==> config.mk <==
export PLATFORM = sky130hd
export DESIGN_NAME = ssr_rx
export DESIGN_NICKNAME = d
export VERILOG_FILES = /design/src/rtl/ssr_pkg.sv /design/src/rtl/ssr_rx.sv
export VERILOG_INCLUDE_DIRS = /design/src /design/src/rtl
export SDC_FILE = /design/constraint.sdc
export NUM_CORES = 1
export LEC_CHECK = 0
export BUFFER_PORTS_ARGS = -buffer_cell sky130_fd_sc_hd__buf_2
export CELL_PAD_IN_SITES_DETAIL_PLACEMENT = 2
export CELL_PAD_IN_SITES_GLOBAL_PLACEMENT = 2
export CORE_MARGIN = 2
export CORE_UTILIZATION = 37
export CTS_CLUSTER_SIZE = 24
export DETAILED_ROUTE_END_ITERATION = 6
export HOLD_SLACK_MARGIN = 0.06
export PLACE_DENSITY_LB_ADDON = 0.1
export REMOVE_ABC_BUFFERS = 1
export SLEW_MARGIN = 25
export SYNTH_ARGS = -nofsm -noshare
export SYNTH_HDL_FRONTEND = slang
export SYNTH_SLANG_ARGS = --single-unit
export TNS_END_PERCENT = 10
==> constraint.sdc <==
create_clock -name clk_sys -period 5.4 [get_ports clk_sys]
set_clock_uncertainty 0.1 [all_clocks]
set_input_delay 1.62 -clock clk_sys [delete_from_list [all_inputs] [get_ports clk_sys]]
set_output_delay 1.62 -clock clk_sys [all_outputs]
set_load 0.05 [all_outputs]
==> src/rtl/ssr_consts.svh <==
// Summary of operation
// - Master receive turns off data pin driver
// - Either receive enable starts synchronous reception
// - Single receive clocks exactly one character
// - Single receive bit self-clears after character
// - Continuous clocks; clearing aborts partial character
// - Both set: single clears, continuous continues
// - Sample data on trailing clock edge
// - Completed character sets flag, enters FIFO
// - Data register shows oldest character low byte
// - Flag stays while unread characters remain
// - Slave takes remote clock, driver off
// - Data changes leading edge, one bit/cycle
// - Third character sets overrun, keeps stored two
// - During overrun no characters accepted
// - Single-mode overrun cleared by data read
// - Continuous overrun cleared by enable clear
// - Nine-bit mode shifts nine, shows ninth
// - Receive interrupt when flag and enable
`ifndef SSR_CONSTS_SVH
`define SSR_CONSTS_SVH
// Register byte offsets
`define SSR_OFS_CTRL   4'h0
`define SSR_OFS_STAT   4'h4
`define SSR_OFS_DATA   4'h8
`define SSR_OFS_BAUD   4'hC
// Control field positions
`define SSR_CTL_EN     0
`define SSR_CTL_SYNC   1
`define SSR_CTL_MST    2
`define SSR_CTL_SINGLE_RECEIVE_ENABLE   3
`define SSR_CTL_CONTINUOUS_RECEIVE_ENABLE   4
`define SSR_CTL_RX9    5
`define SSR_CTL_RECEIVE_INTERRUPT_ENABLE   6
// Baud field positions
`define SSR_BAUD_HIGH_SPEED_BAUD_SELECT  16
`define SSR_BAUD_WIDE_BAUD_GENERATOR_SELECT 17
// Reset values
`define SSR_RST_DIV    16'h0003
// Character lengths
`define SSR_BITS8      4'h8
`define SSR_BITS9      4'h9
`endif

==> src/rtl/ssr_pkg.sv <==
package ssr_pkg;
  // Software control bits
  typedef struct packed {
    logic        receive_interrupt_enable;   // receive_interrupt_enable
    logic        rx9;    // nine_bit_receive_select
    logic        continuous_receive_enable;   // continuous_receive_enable
    logic        single_receive_enable;   // single_receive_enable
    logic        mst;    // clock_source_master_select
    logic        sync;   // synchronous mode
    logic        en;     // port_enable
  } ssr_ctl_t;
  // Baud generator setup
  typedef struct packed {
    logic        wide_baud_generator_select;  // wide_baud_generator_select
    logic        high_speed_baud_select;   // high_speed_baud_select
    logic [15:0] div;    // baud_divisor_high/low
  } ssr_baud_t;
endpackage

==> src/rtl/ssr_rx.sv <==
`timescale 1ns/1ps
`include "ssr_consts.svh"
module ssr_rx (
  input  wire logic        clk_sys,
  input  wire logic        sys_rst,
  input  wire logic        wb_cyc_i,
  input  wire logic        wb_stb_i,
  input  wire logic        wb_we_i,
  input  wire logic [3:0]  wb_adr_i,
  input  wire logic [3:0]  wb_sel_i,
  input  wire logic [31:0] wb_dat_i,
  output logic      [31:0] wb_dat_o,
  output logic             wb_ack_o,
  input  wire logic        ck_i,
  output logic             ck_o,
  output logic             ck_oe,
  input  wire logic        rx_i,
  output logic             rx_o,
  output logic             rx_oe,
  output logic             irq_o
);

  // ----------------------------------------
  // Overview
  // ----------------------------------------
  // Receive side of a synchronous serial port.
  // All state sits in one record; one process
  // works out the next record, one registers it.
  // The bus answers after one wait cycle and
  // writes land on the ack edge, so software and
  // the shift engine meet the state in one place.
  // Clock and data pins pass two flops before use.
  // That costs about three system cycles of lag
  // on each sampled bit, so the link clock must
  // run well below the system clock: a divisor
  // below three leaves no settled bit to sample.
  // Reset and port disable both empty the FIFO.

  // ----------------------------------------
  // State record
  // ----------------------------------------
  typedef struct packed {
    ssr_pkg::ssr_ctl_t  ctl;   // Control register
    ssr_pkg::ssr_baud_t baud;  // Baud register
    logic        ck_s1;        // Clock pin sync stage 1
    logic        ck_s2;        // Clock pin sync stage 2
    logic        ck_s3;        // Edge history
    logic        rx_s1;        // Data pin sync stage 1
    logic        rx_s2;        // Data pin sync stage 2
    logic        ck;           // Driven shift clock
    logic        ck_oe;        // Clock driver enable
    logic [15:0] hcnt;         // Half period counter
    logic [3:0]  bits;         // Bits in shift register
    logic [8:0]  sr;           // receive_shift_register
    logic [1:0][8:0] fifo;     // Entry 0 is oldest
    logic [1:0]  cnt;          // Unread characters
    logic        ovr;          // overrun_error_flag
    logic        ovr_cr;       // Overrun in continuous
    logic        ack;          // Bus answer
    logic [31:0] dat;          // Bus read data
    logic        irq;          // Interrupt request
  } ssr_state_t;

  ssr_state_t q;  // Registered state
  ssr_state_t d;  // Next state

  // Helper terms, visible to checks
  logic        run;       // Reception may proceed
  logic        smp;       // Trailing edge this cycle
  logic        done;      // Character completes
  logic        pop;       // Data register read
  logic        acc;       // Bus access at ack edge
  logic [3:0]  nb;        // Character length
  logic [15:0] lim;       // Half period limit
  logic [8:0]  nsr;       // Shift register after sample
  logic [8:0]  chr;       // Finished character

  // ----------------------------------------
  // Next state logic
  // ----------------------------------------
  // Every field keeps its value unless a branch
  // below says otherwise; later branches win, which
  // gives set-over-clear and disable-over-all.
  // Helper terms get a value first, on every path.
  always_comb begin
    d     = q;
    smp   = 1'b0;
    done  = 1'b0;
    nsr   = q.sr;
    chr   = 9'h000;
    acc   = wb_cyc_i & wb_stb_i & q.ack;
    pop   = acc & ~wb_we_i
            & (wb_adr_i == `SSR_OFS_DATA);
    nb    = q.ctl.rx9 ? `SSR_BITS9 : `SSR_BITS8;
    // Eight bit generator only sees low byte
    lim   = q.baud.wide_baud_generator_select ? q.baud.div
                         : {8'h00, q.baud.div[7:0]};
    // Pin synchronisers; stage 1 feeds stage 2 only
    d.ck_s1 = ck_i;
    d.ck_s2 = q.ck_s1;
    d.ck_s3 = q.ck_s2;
    d.rx_s1 = rx_i;
    d.rx_s2 = q.rx_s1;

    // Read data is latched in the wait cycle so
    // that it stands, registered, in the ack cycle
    // Bus: one wait cycle, ack drops after one
    d.ack = wb_cyc_i & wb_stb_i & ~q.ack;
    d.dat = 32'h0000_0000;
    if (wb_cyc_i & wb_stb_i & ~q.ack & ~wb_we_i) begin
      case (wb_adr_i)
        `SSR_OFS_CTRL: d.dat = {25'h0000000, q.ctl};
        `SSR_OFS_STAT: begin
          d.dat[0]   = (q.cnt != 2'h0);
          d.dat[1]   = q.ovr;
          d.dat[2]   = q.fifo[0][8];
          d.dat[5:4] = q.cnt;
        end
        `SSR_OFS_DATA: d.dat = {24'h000000,
                                q.fifo[0][7:0]};
        `SSR_OFS_BAUD: d.dat = {14'h0000, q.baud};
        default:       d.dat = 32'h0000_0000;
      endcase
    end

    // Only lane 0 matters for control; stray lanes
    // are ignored rather than refused
    // Writes land at the ack edge
    if (acc & wb_we_i) begin
      case (wb_adr_i)
        `SSR_OFS_CTRL: begin
          if (wb_sel_i[0]) begin
            d.ctl = wb_dat_i[6:0];
          end
        end
        `SSR_OFS_BAUD: begin
          if (wb_sel_i[0]) begin
            d.baud.div[7:0] = wb_dat_i[7:0];
          end
          if (wb_sel_i[1]) begin
            d.baud.div[15:8] = wb_dat_i[15:8];
          end
          if (wb_sel_i[2]) begin
            d.baud.high_speed_baud_select  = wb_dat_i[`SSR_BAUD_HIGH_SPEED_BAUD_SELECT];
            d.baud.wide_baud_generator_select = wb_dat_i[`SSR_BAUD_WIDE_BAUD_GENERATOR_SELECT];
          end
        end
        default: ;
      endcase
    end

    // Pop comes before push, so a read and a
    // finishing character in one cycle keep both
    // Read pops oldest, next moves to top
    if (pop && q.cnt != 2'h0) begin
      d.fifo[0] = q.fifo[1];
      d.cnt     = q.cnt - 2'h1;
    end
    // Single-mode overrun clears on data read
    if (pop && q.ovr && !q.ovr_cr) begin
      d.ovr = 1'b0;
    end
    // Continuous overrun clears with enable
    if (q.ovr && q.ovr_cr && !d.ctl.continuous_receive_enable) begin
      d.ovr = 1'b0;
    end

    // Overrun freezes the engine but keeps the FIFO
    // readable until software clears the condition
    // Either enable starts reception; overrun stalls it
    run = q.ctl.en & q.ctl.sync & ~q.ovr
          & (q.ctl.single_receive_enable | q.ctl.continuous_receive_enable);

    // Master counts half periods of lim + 1 cycles;
    // slave only watches the synchronised pin
    if (q.ctl.mst) begin
      // Master: divider drives clock, idle low
      if (run) begin
        if (q.hcnt >= lim) begin
          d.hcnt = 16'h0000;
          d.ck   = ~q.ck;
          smp    = q.ck;  // Falling is trailing
        end else begin
          d.hcnt = q.hcnt + 16'h0001;
        end
      end else begin
        d.hcnt = 16'h0000;
        d.ck   = 1'b0;
      end
    end else begin
      // Slave: remote clock, trailing edge found
      d.ck   = 1'b0;
      d.hcnt = 16'h0000;
      smp    = run & q.ck_s3 & ~q.ck_s2;
    end

    // Synchronised data lags the pin; the peer must
    // hold each bit a few cycles before the fall
    // Sample data on trailing edge
    if (smp) begin
      nsr    = {q.rx_s2, q.sr[8:1]};
      d.sr   = nsr;
      d.bits = q.bits + 4'h1;
      if (d.bits == nb) begin
        done = 1'b1;
      end
    end

    // Eight bit characters sit one place high in
    // the shift register, so they are moved down
    if (done) begin
      chr    = q.ctl.rx9 ? nsr : {1'b0, nsr[8:1]};
      d.bits = 4'h0;
      d.ctl.single_receive_enable = 1'b0;
      if (d.cnt == 2'h2) begin
        // Full: flag error, keep both stored
        d.ovr    = 1'b1;
        d.ovr_cr = q.ctl.continuous_receive_enable;
      end else begin
        d.fifo[d.cnt] = chr;
        d.cnt         = d.cnt + 2'h1;
      end
    end

    // A write that keeps single receive set is not
    // an abort: that character still finishes
    // Continuous cleared mid-character: abort
    if (q.ctl.continuous_receive_enable && !d.ctl.continuous_receive_enable && !d.ctl.single_receive_enable) begin
      d.bits = 4'h0;
      d.ck   = 1'b0;
      d.hcnt = 16'h0000;
    end

    // Disable beats every other update, stored
    // characters included
    // Port disable resets the receive side
    if (!d.ctl.en) begin
      d.bits   = 4'h0;
      d.cnt    = 2'h0;
      d.ovr    = 1'b0;
      d.ovr_cr = 1'b0;
      d.ck     = 1'b0;
      d.hcnt   = 16'h0000;
    end

    // Clock driven only as enabled master
    d.ck_oe = d.ctl.en & d.ctl.sync & d.ctl.mst;
    // Request while characters wait and enabled
    d.irq = (d.cnt != 2'h0) & d.ctl.receive_interrupt_enable;
  end

  // ----------------------------------------
  // State register
  // ----------------------------------------
  // Reset clears all; the divisor starts at a value
  // that still leaves each sampled bit settled
  always_ff @(posedge clk_sys or posedge sys_rst) begin
    if (sys_rst) begin
      q          <= '0;
      q.baud.div <= `SSR_RST_DIV;
    end else begin
      q <= d;
    end
  end

  // ----------------------------------------
  // Outputs
  // ----------------------------------------
  // Each output is a field of the state record
  // or a constant, so none of them can glitch
  assign wb_dat_o = q.dat;
  assign wb_ack_o = q.ack;
  assign ck_o     = q.ck;
  assign ck_oe    = q.ck_oe;
  // Data pin is input only in every receive mode
  assign rx_o     = 1'b0;
  assign rx_oe    = 1'b0;
  assign irq_o    = q.irq;
endmodule

==> summary.md <==
| Metric | Value |
|---|---|
| Critical path arrival | `4.42 ns` |
| Worst Setup SP | `wb_adr_i[3]` |
| FF/Latch Area | `2580 um^2` |
| Remaining DRCs | `0` |
| Post-synthesis instance area | `5440 um^2` |
| Netlist cell types | `54` |
| Fin nets | `609` |
| Max transition margin | `41.7%` |
| Outcome | `completed` |
| Vias per std cell | `5.14` |
| EDFF count, synth | `0` |
| Register area share after synthesis | `47.4%` |
| Initial antenna violation count | `0` |
| Initial DRC count | `95` |
| Die H | `125 um` |
| Vias in the first global route | `4145` |
| WHS Path Cells | `0` |
| Initial Util | `37.7%` |
| WL per Instance | `19.1 um` |
| Most numerous cell in the Yosys netlist | `dfrtp_1` |
| Routed wire length | `13900 um` |
| Share of cells above drive strength 1 | `21.3%` |
| CTS tree | `built` |
| ANT cells | `0` |
| Maximum vdd drop | `155 uV` |
| Setup Fix Bufs, Post-CTS | `0` |
| CP Max Fanout | `18` |
| Hold crit path type | `flip-flop to flip-flop` |
| Final Hold Viols | `0` |
| Finished Core Util | `41.6%` |
| WP data required | `5.52 ns` |
| CTS buffer count | `9` |
| Setup TNS Final | `0 ns` |
| R2R cell count | `9` |
| Final instance area | `6000 um^2` |
| IO Count | `85` |
| Ys flop type | `dfrtp_1` |
| Post-DP HPWL | `10100 um` |
| Post-CTS Hold Buffers | `0` |
| Reg-to-Reg End | `q[71]` |
| Post-DP Area | `5680 um^2` |
| Synth warn | `0` |
| Period minus WS final | `4.30 ns` |
| Clk sink count | `103` |
| RSZ-0062 raised after global routing | `no` |
| Max Slew Vio Count | `0` |
| Cell Rows | `44` |
| Post-synth top cells | `101 x dfrtp_1, 60 x nand2_1, 37 x nor2_1, 34 x buf_4, 34 x mux2i_1` |
| CTS max path bufs | `2` |
| Synthesized netlist cell count | `506` |
| Core ar. | `14400 um^2` |
| Port Buffer Count | `53` |
| Crit path capture type | `flip-flop` |
| Setup Crit Path Kind | `primary input to flip-flop` |
| Multi-input combinational cell area | `2490 um^2` |
| Number of setup violations in the final report | `0` |
| Asr flop ratio synth | `100%` |
| Startpoint types | `primary input` |
| Yosys top cell by area | `dfrtp_1` |
| CTS root buf | `clkbuf_16` |
| Placer's final routability congestion estimate | `0.724` |
| R2R setup slack | `1.75 ns` |
| First-pass GRT wire length | `22800 um` |
| Die area | `15700 um^2` |
| CP endpoint | `q[50]` |
| Routed Antenna Nets | `0` |
| MaxCap Viol Count | `0` |
| Seq cells post-synth | `103` |
| Power density cells | `262 nW/um^2` |
| Synthesis-to-finish area growth | `10.2%` |
| Resized cells post-CTS | `0` |
| Slew @ Worst Pin | `0.869 ns` |
| P_leak | `2.83 nW` |
| GRT Total Usage | `18.7%` |
| Period Utilization, post-route | `79.6%` |
| Area share of the leading cell type in the synthesized netlist | `46.5%` |
| Power Total | `1.57 mW` |
| Max H-tree Level | `3` |
| Min-delay src | `d[87]` |
| Pin count of the biggest net entering global routing | `56` |
| Die W | `125 um` |
| Grt ovf | `0` |
| Fmax achieved | `233 MHz` |
| Vias | `3744` |
| CTS clock-pin slew for the worst setup and hold paths | `0.07 ns` |
| Top cells by area, synth | `dfrtp_1 46%, mux2i_1 6.3%, ha_1 5.1%` |
| Clk_lat worst skew | `0.36 ns` |
| Filler instances | `1558` |
| Mapped Avg Cell Area | `10.7 um^2` |
| FF-to-FF Start | `q[109]` |
| Drt first pass iters | `4` |
flip-flops by register name, summed over array words and instances (netlist names):
signal,cells
ck_o,1
irq_o,1
q,78
ck_oe,1
wb_dat_o,18
wb_ack_o,1
d,3
critical path, stage by stage:
cell and delay [ns]:
buf_2 0.34, nand2_1 0.10, or4b_1 0.55, nor2_1 0.12, buf_4 0.24, xnor2_1 0.24
inv_1 0.12, ha_1 0.25, nand4b_2 0.50, nand2_1 0.22, o21ai_0 0.12
how the worst min path moves through the flow:
stage / to / slack [ns]
after global routing: d[89] / 0.26
after detailed placement: q[87] / 0.24
after global placement: q[87] / 0.23
final: q[87] / 0.25
after CTS: q[87] / 0.25
after floorplan: d[89] / 0.23
layout by cell type, fill, tap and decap left out, types with 3 or more instances in the layout:
master	netlist	layout
nor4_1	9	9
nand2_1	60	60
inv_1	17	16
nor2_1	37	37
mux2_2	23	23
nand4_1	3	3
ha_1	22	22
clkbuf_16	0	9
a21oi_1	10	10
nand3_1	16	16
dfrtp_1	101	101
buf_2	1	53
a31oi_1	9	9
xor2_1	13	13
buf_4	34	5
nor3_1	3	3
clkbuf_8	0	3
o21ai_1	9	9
mux4_2	4	4
xnor2_1	7	7
o21ai_0	13	13
mux2i_1	34	34
a211oi_1	3	3
and2_1	12	12
and3_1	6	6
conb_1	1	16
nor2b_1	12	12
logic make-up after synthesis:
group / synth area share, %
mux: 12.7
xor+xnor: 3.22
other cells: 0.0689
compound gates: 6.44
simple gates: 17.3
flops: 47.4
buf+inv: 7.78
fa+ha+maj: 5.06
layout make-up:
class	count	share of cell area, %
clock buffers	12	4.44
multi-input cells	350	41.6
clock inverters	4	0.876
flip-flops and latches	103	43.0
repair buffers	58	5.05
well taps	184	3.84
inverters	18	1.19
power by group:
part / switching (mW) / internal, mW / total, mW
Combinational: 0.0674 / 0.0213 / 0.0886
Clock: 0.299 / 0.399 / 0.697
Sequential: 0.00664 / 0.778 / 0.784
stage by stage:
| stage | setup WS, ns | instances | hold WS (ns) |
|---|---|---|---|
| CTS | 1.06 | 729 | 0.254 |
| finish | 1.10 | 729 | 0.251 |
| detailed placement | 0.722 | 713 | 0.237 |
| global route | 0.862 | 729 | 0.261 |
| global placement | 0.879 | 713 | 0.233 |
| floorplan | 0.959 | 471 | 0.231 |
routing by layer:
layer | part of all wire, % | routed length [um] | global-route usage, % | vias to the layer above
met3 | 2.5 | 343 | 4.07 | 14
met5 | 0 | 0 | 0 | -
li1 | - | - | - | 1760
met4 | 1.2 | 161 | 4.64 | 0
met1 | 44 | 6070 | 23.5 | 1924
met2 | 53 | 7330 | 32.8 | 46
Power figures use the tool's default switching activity.
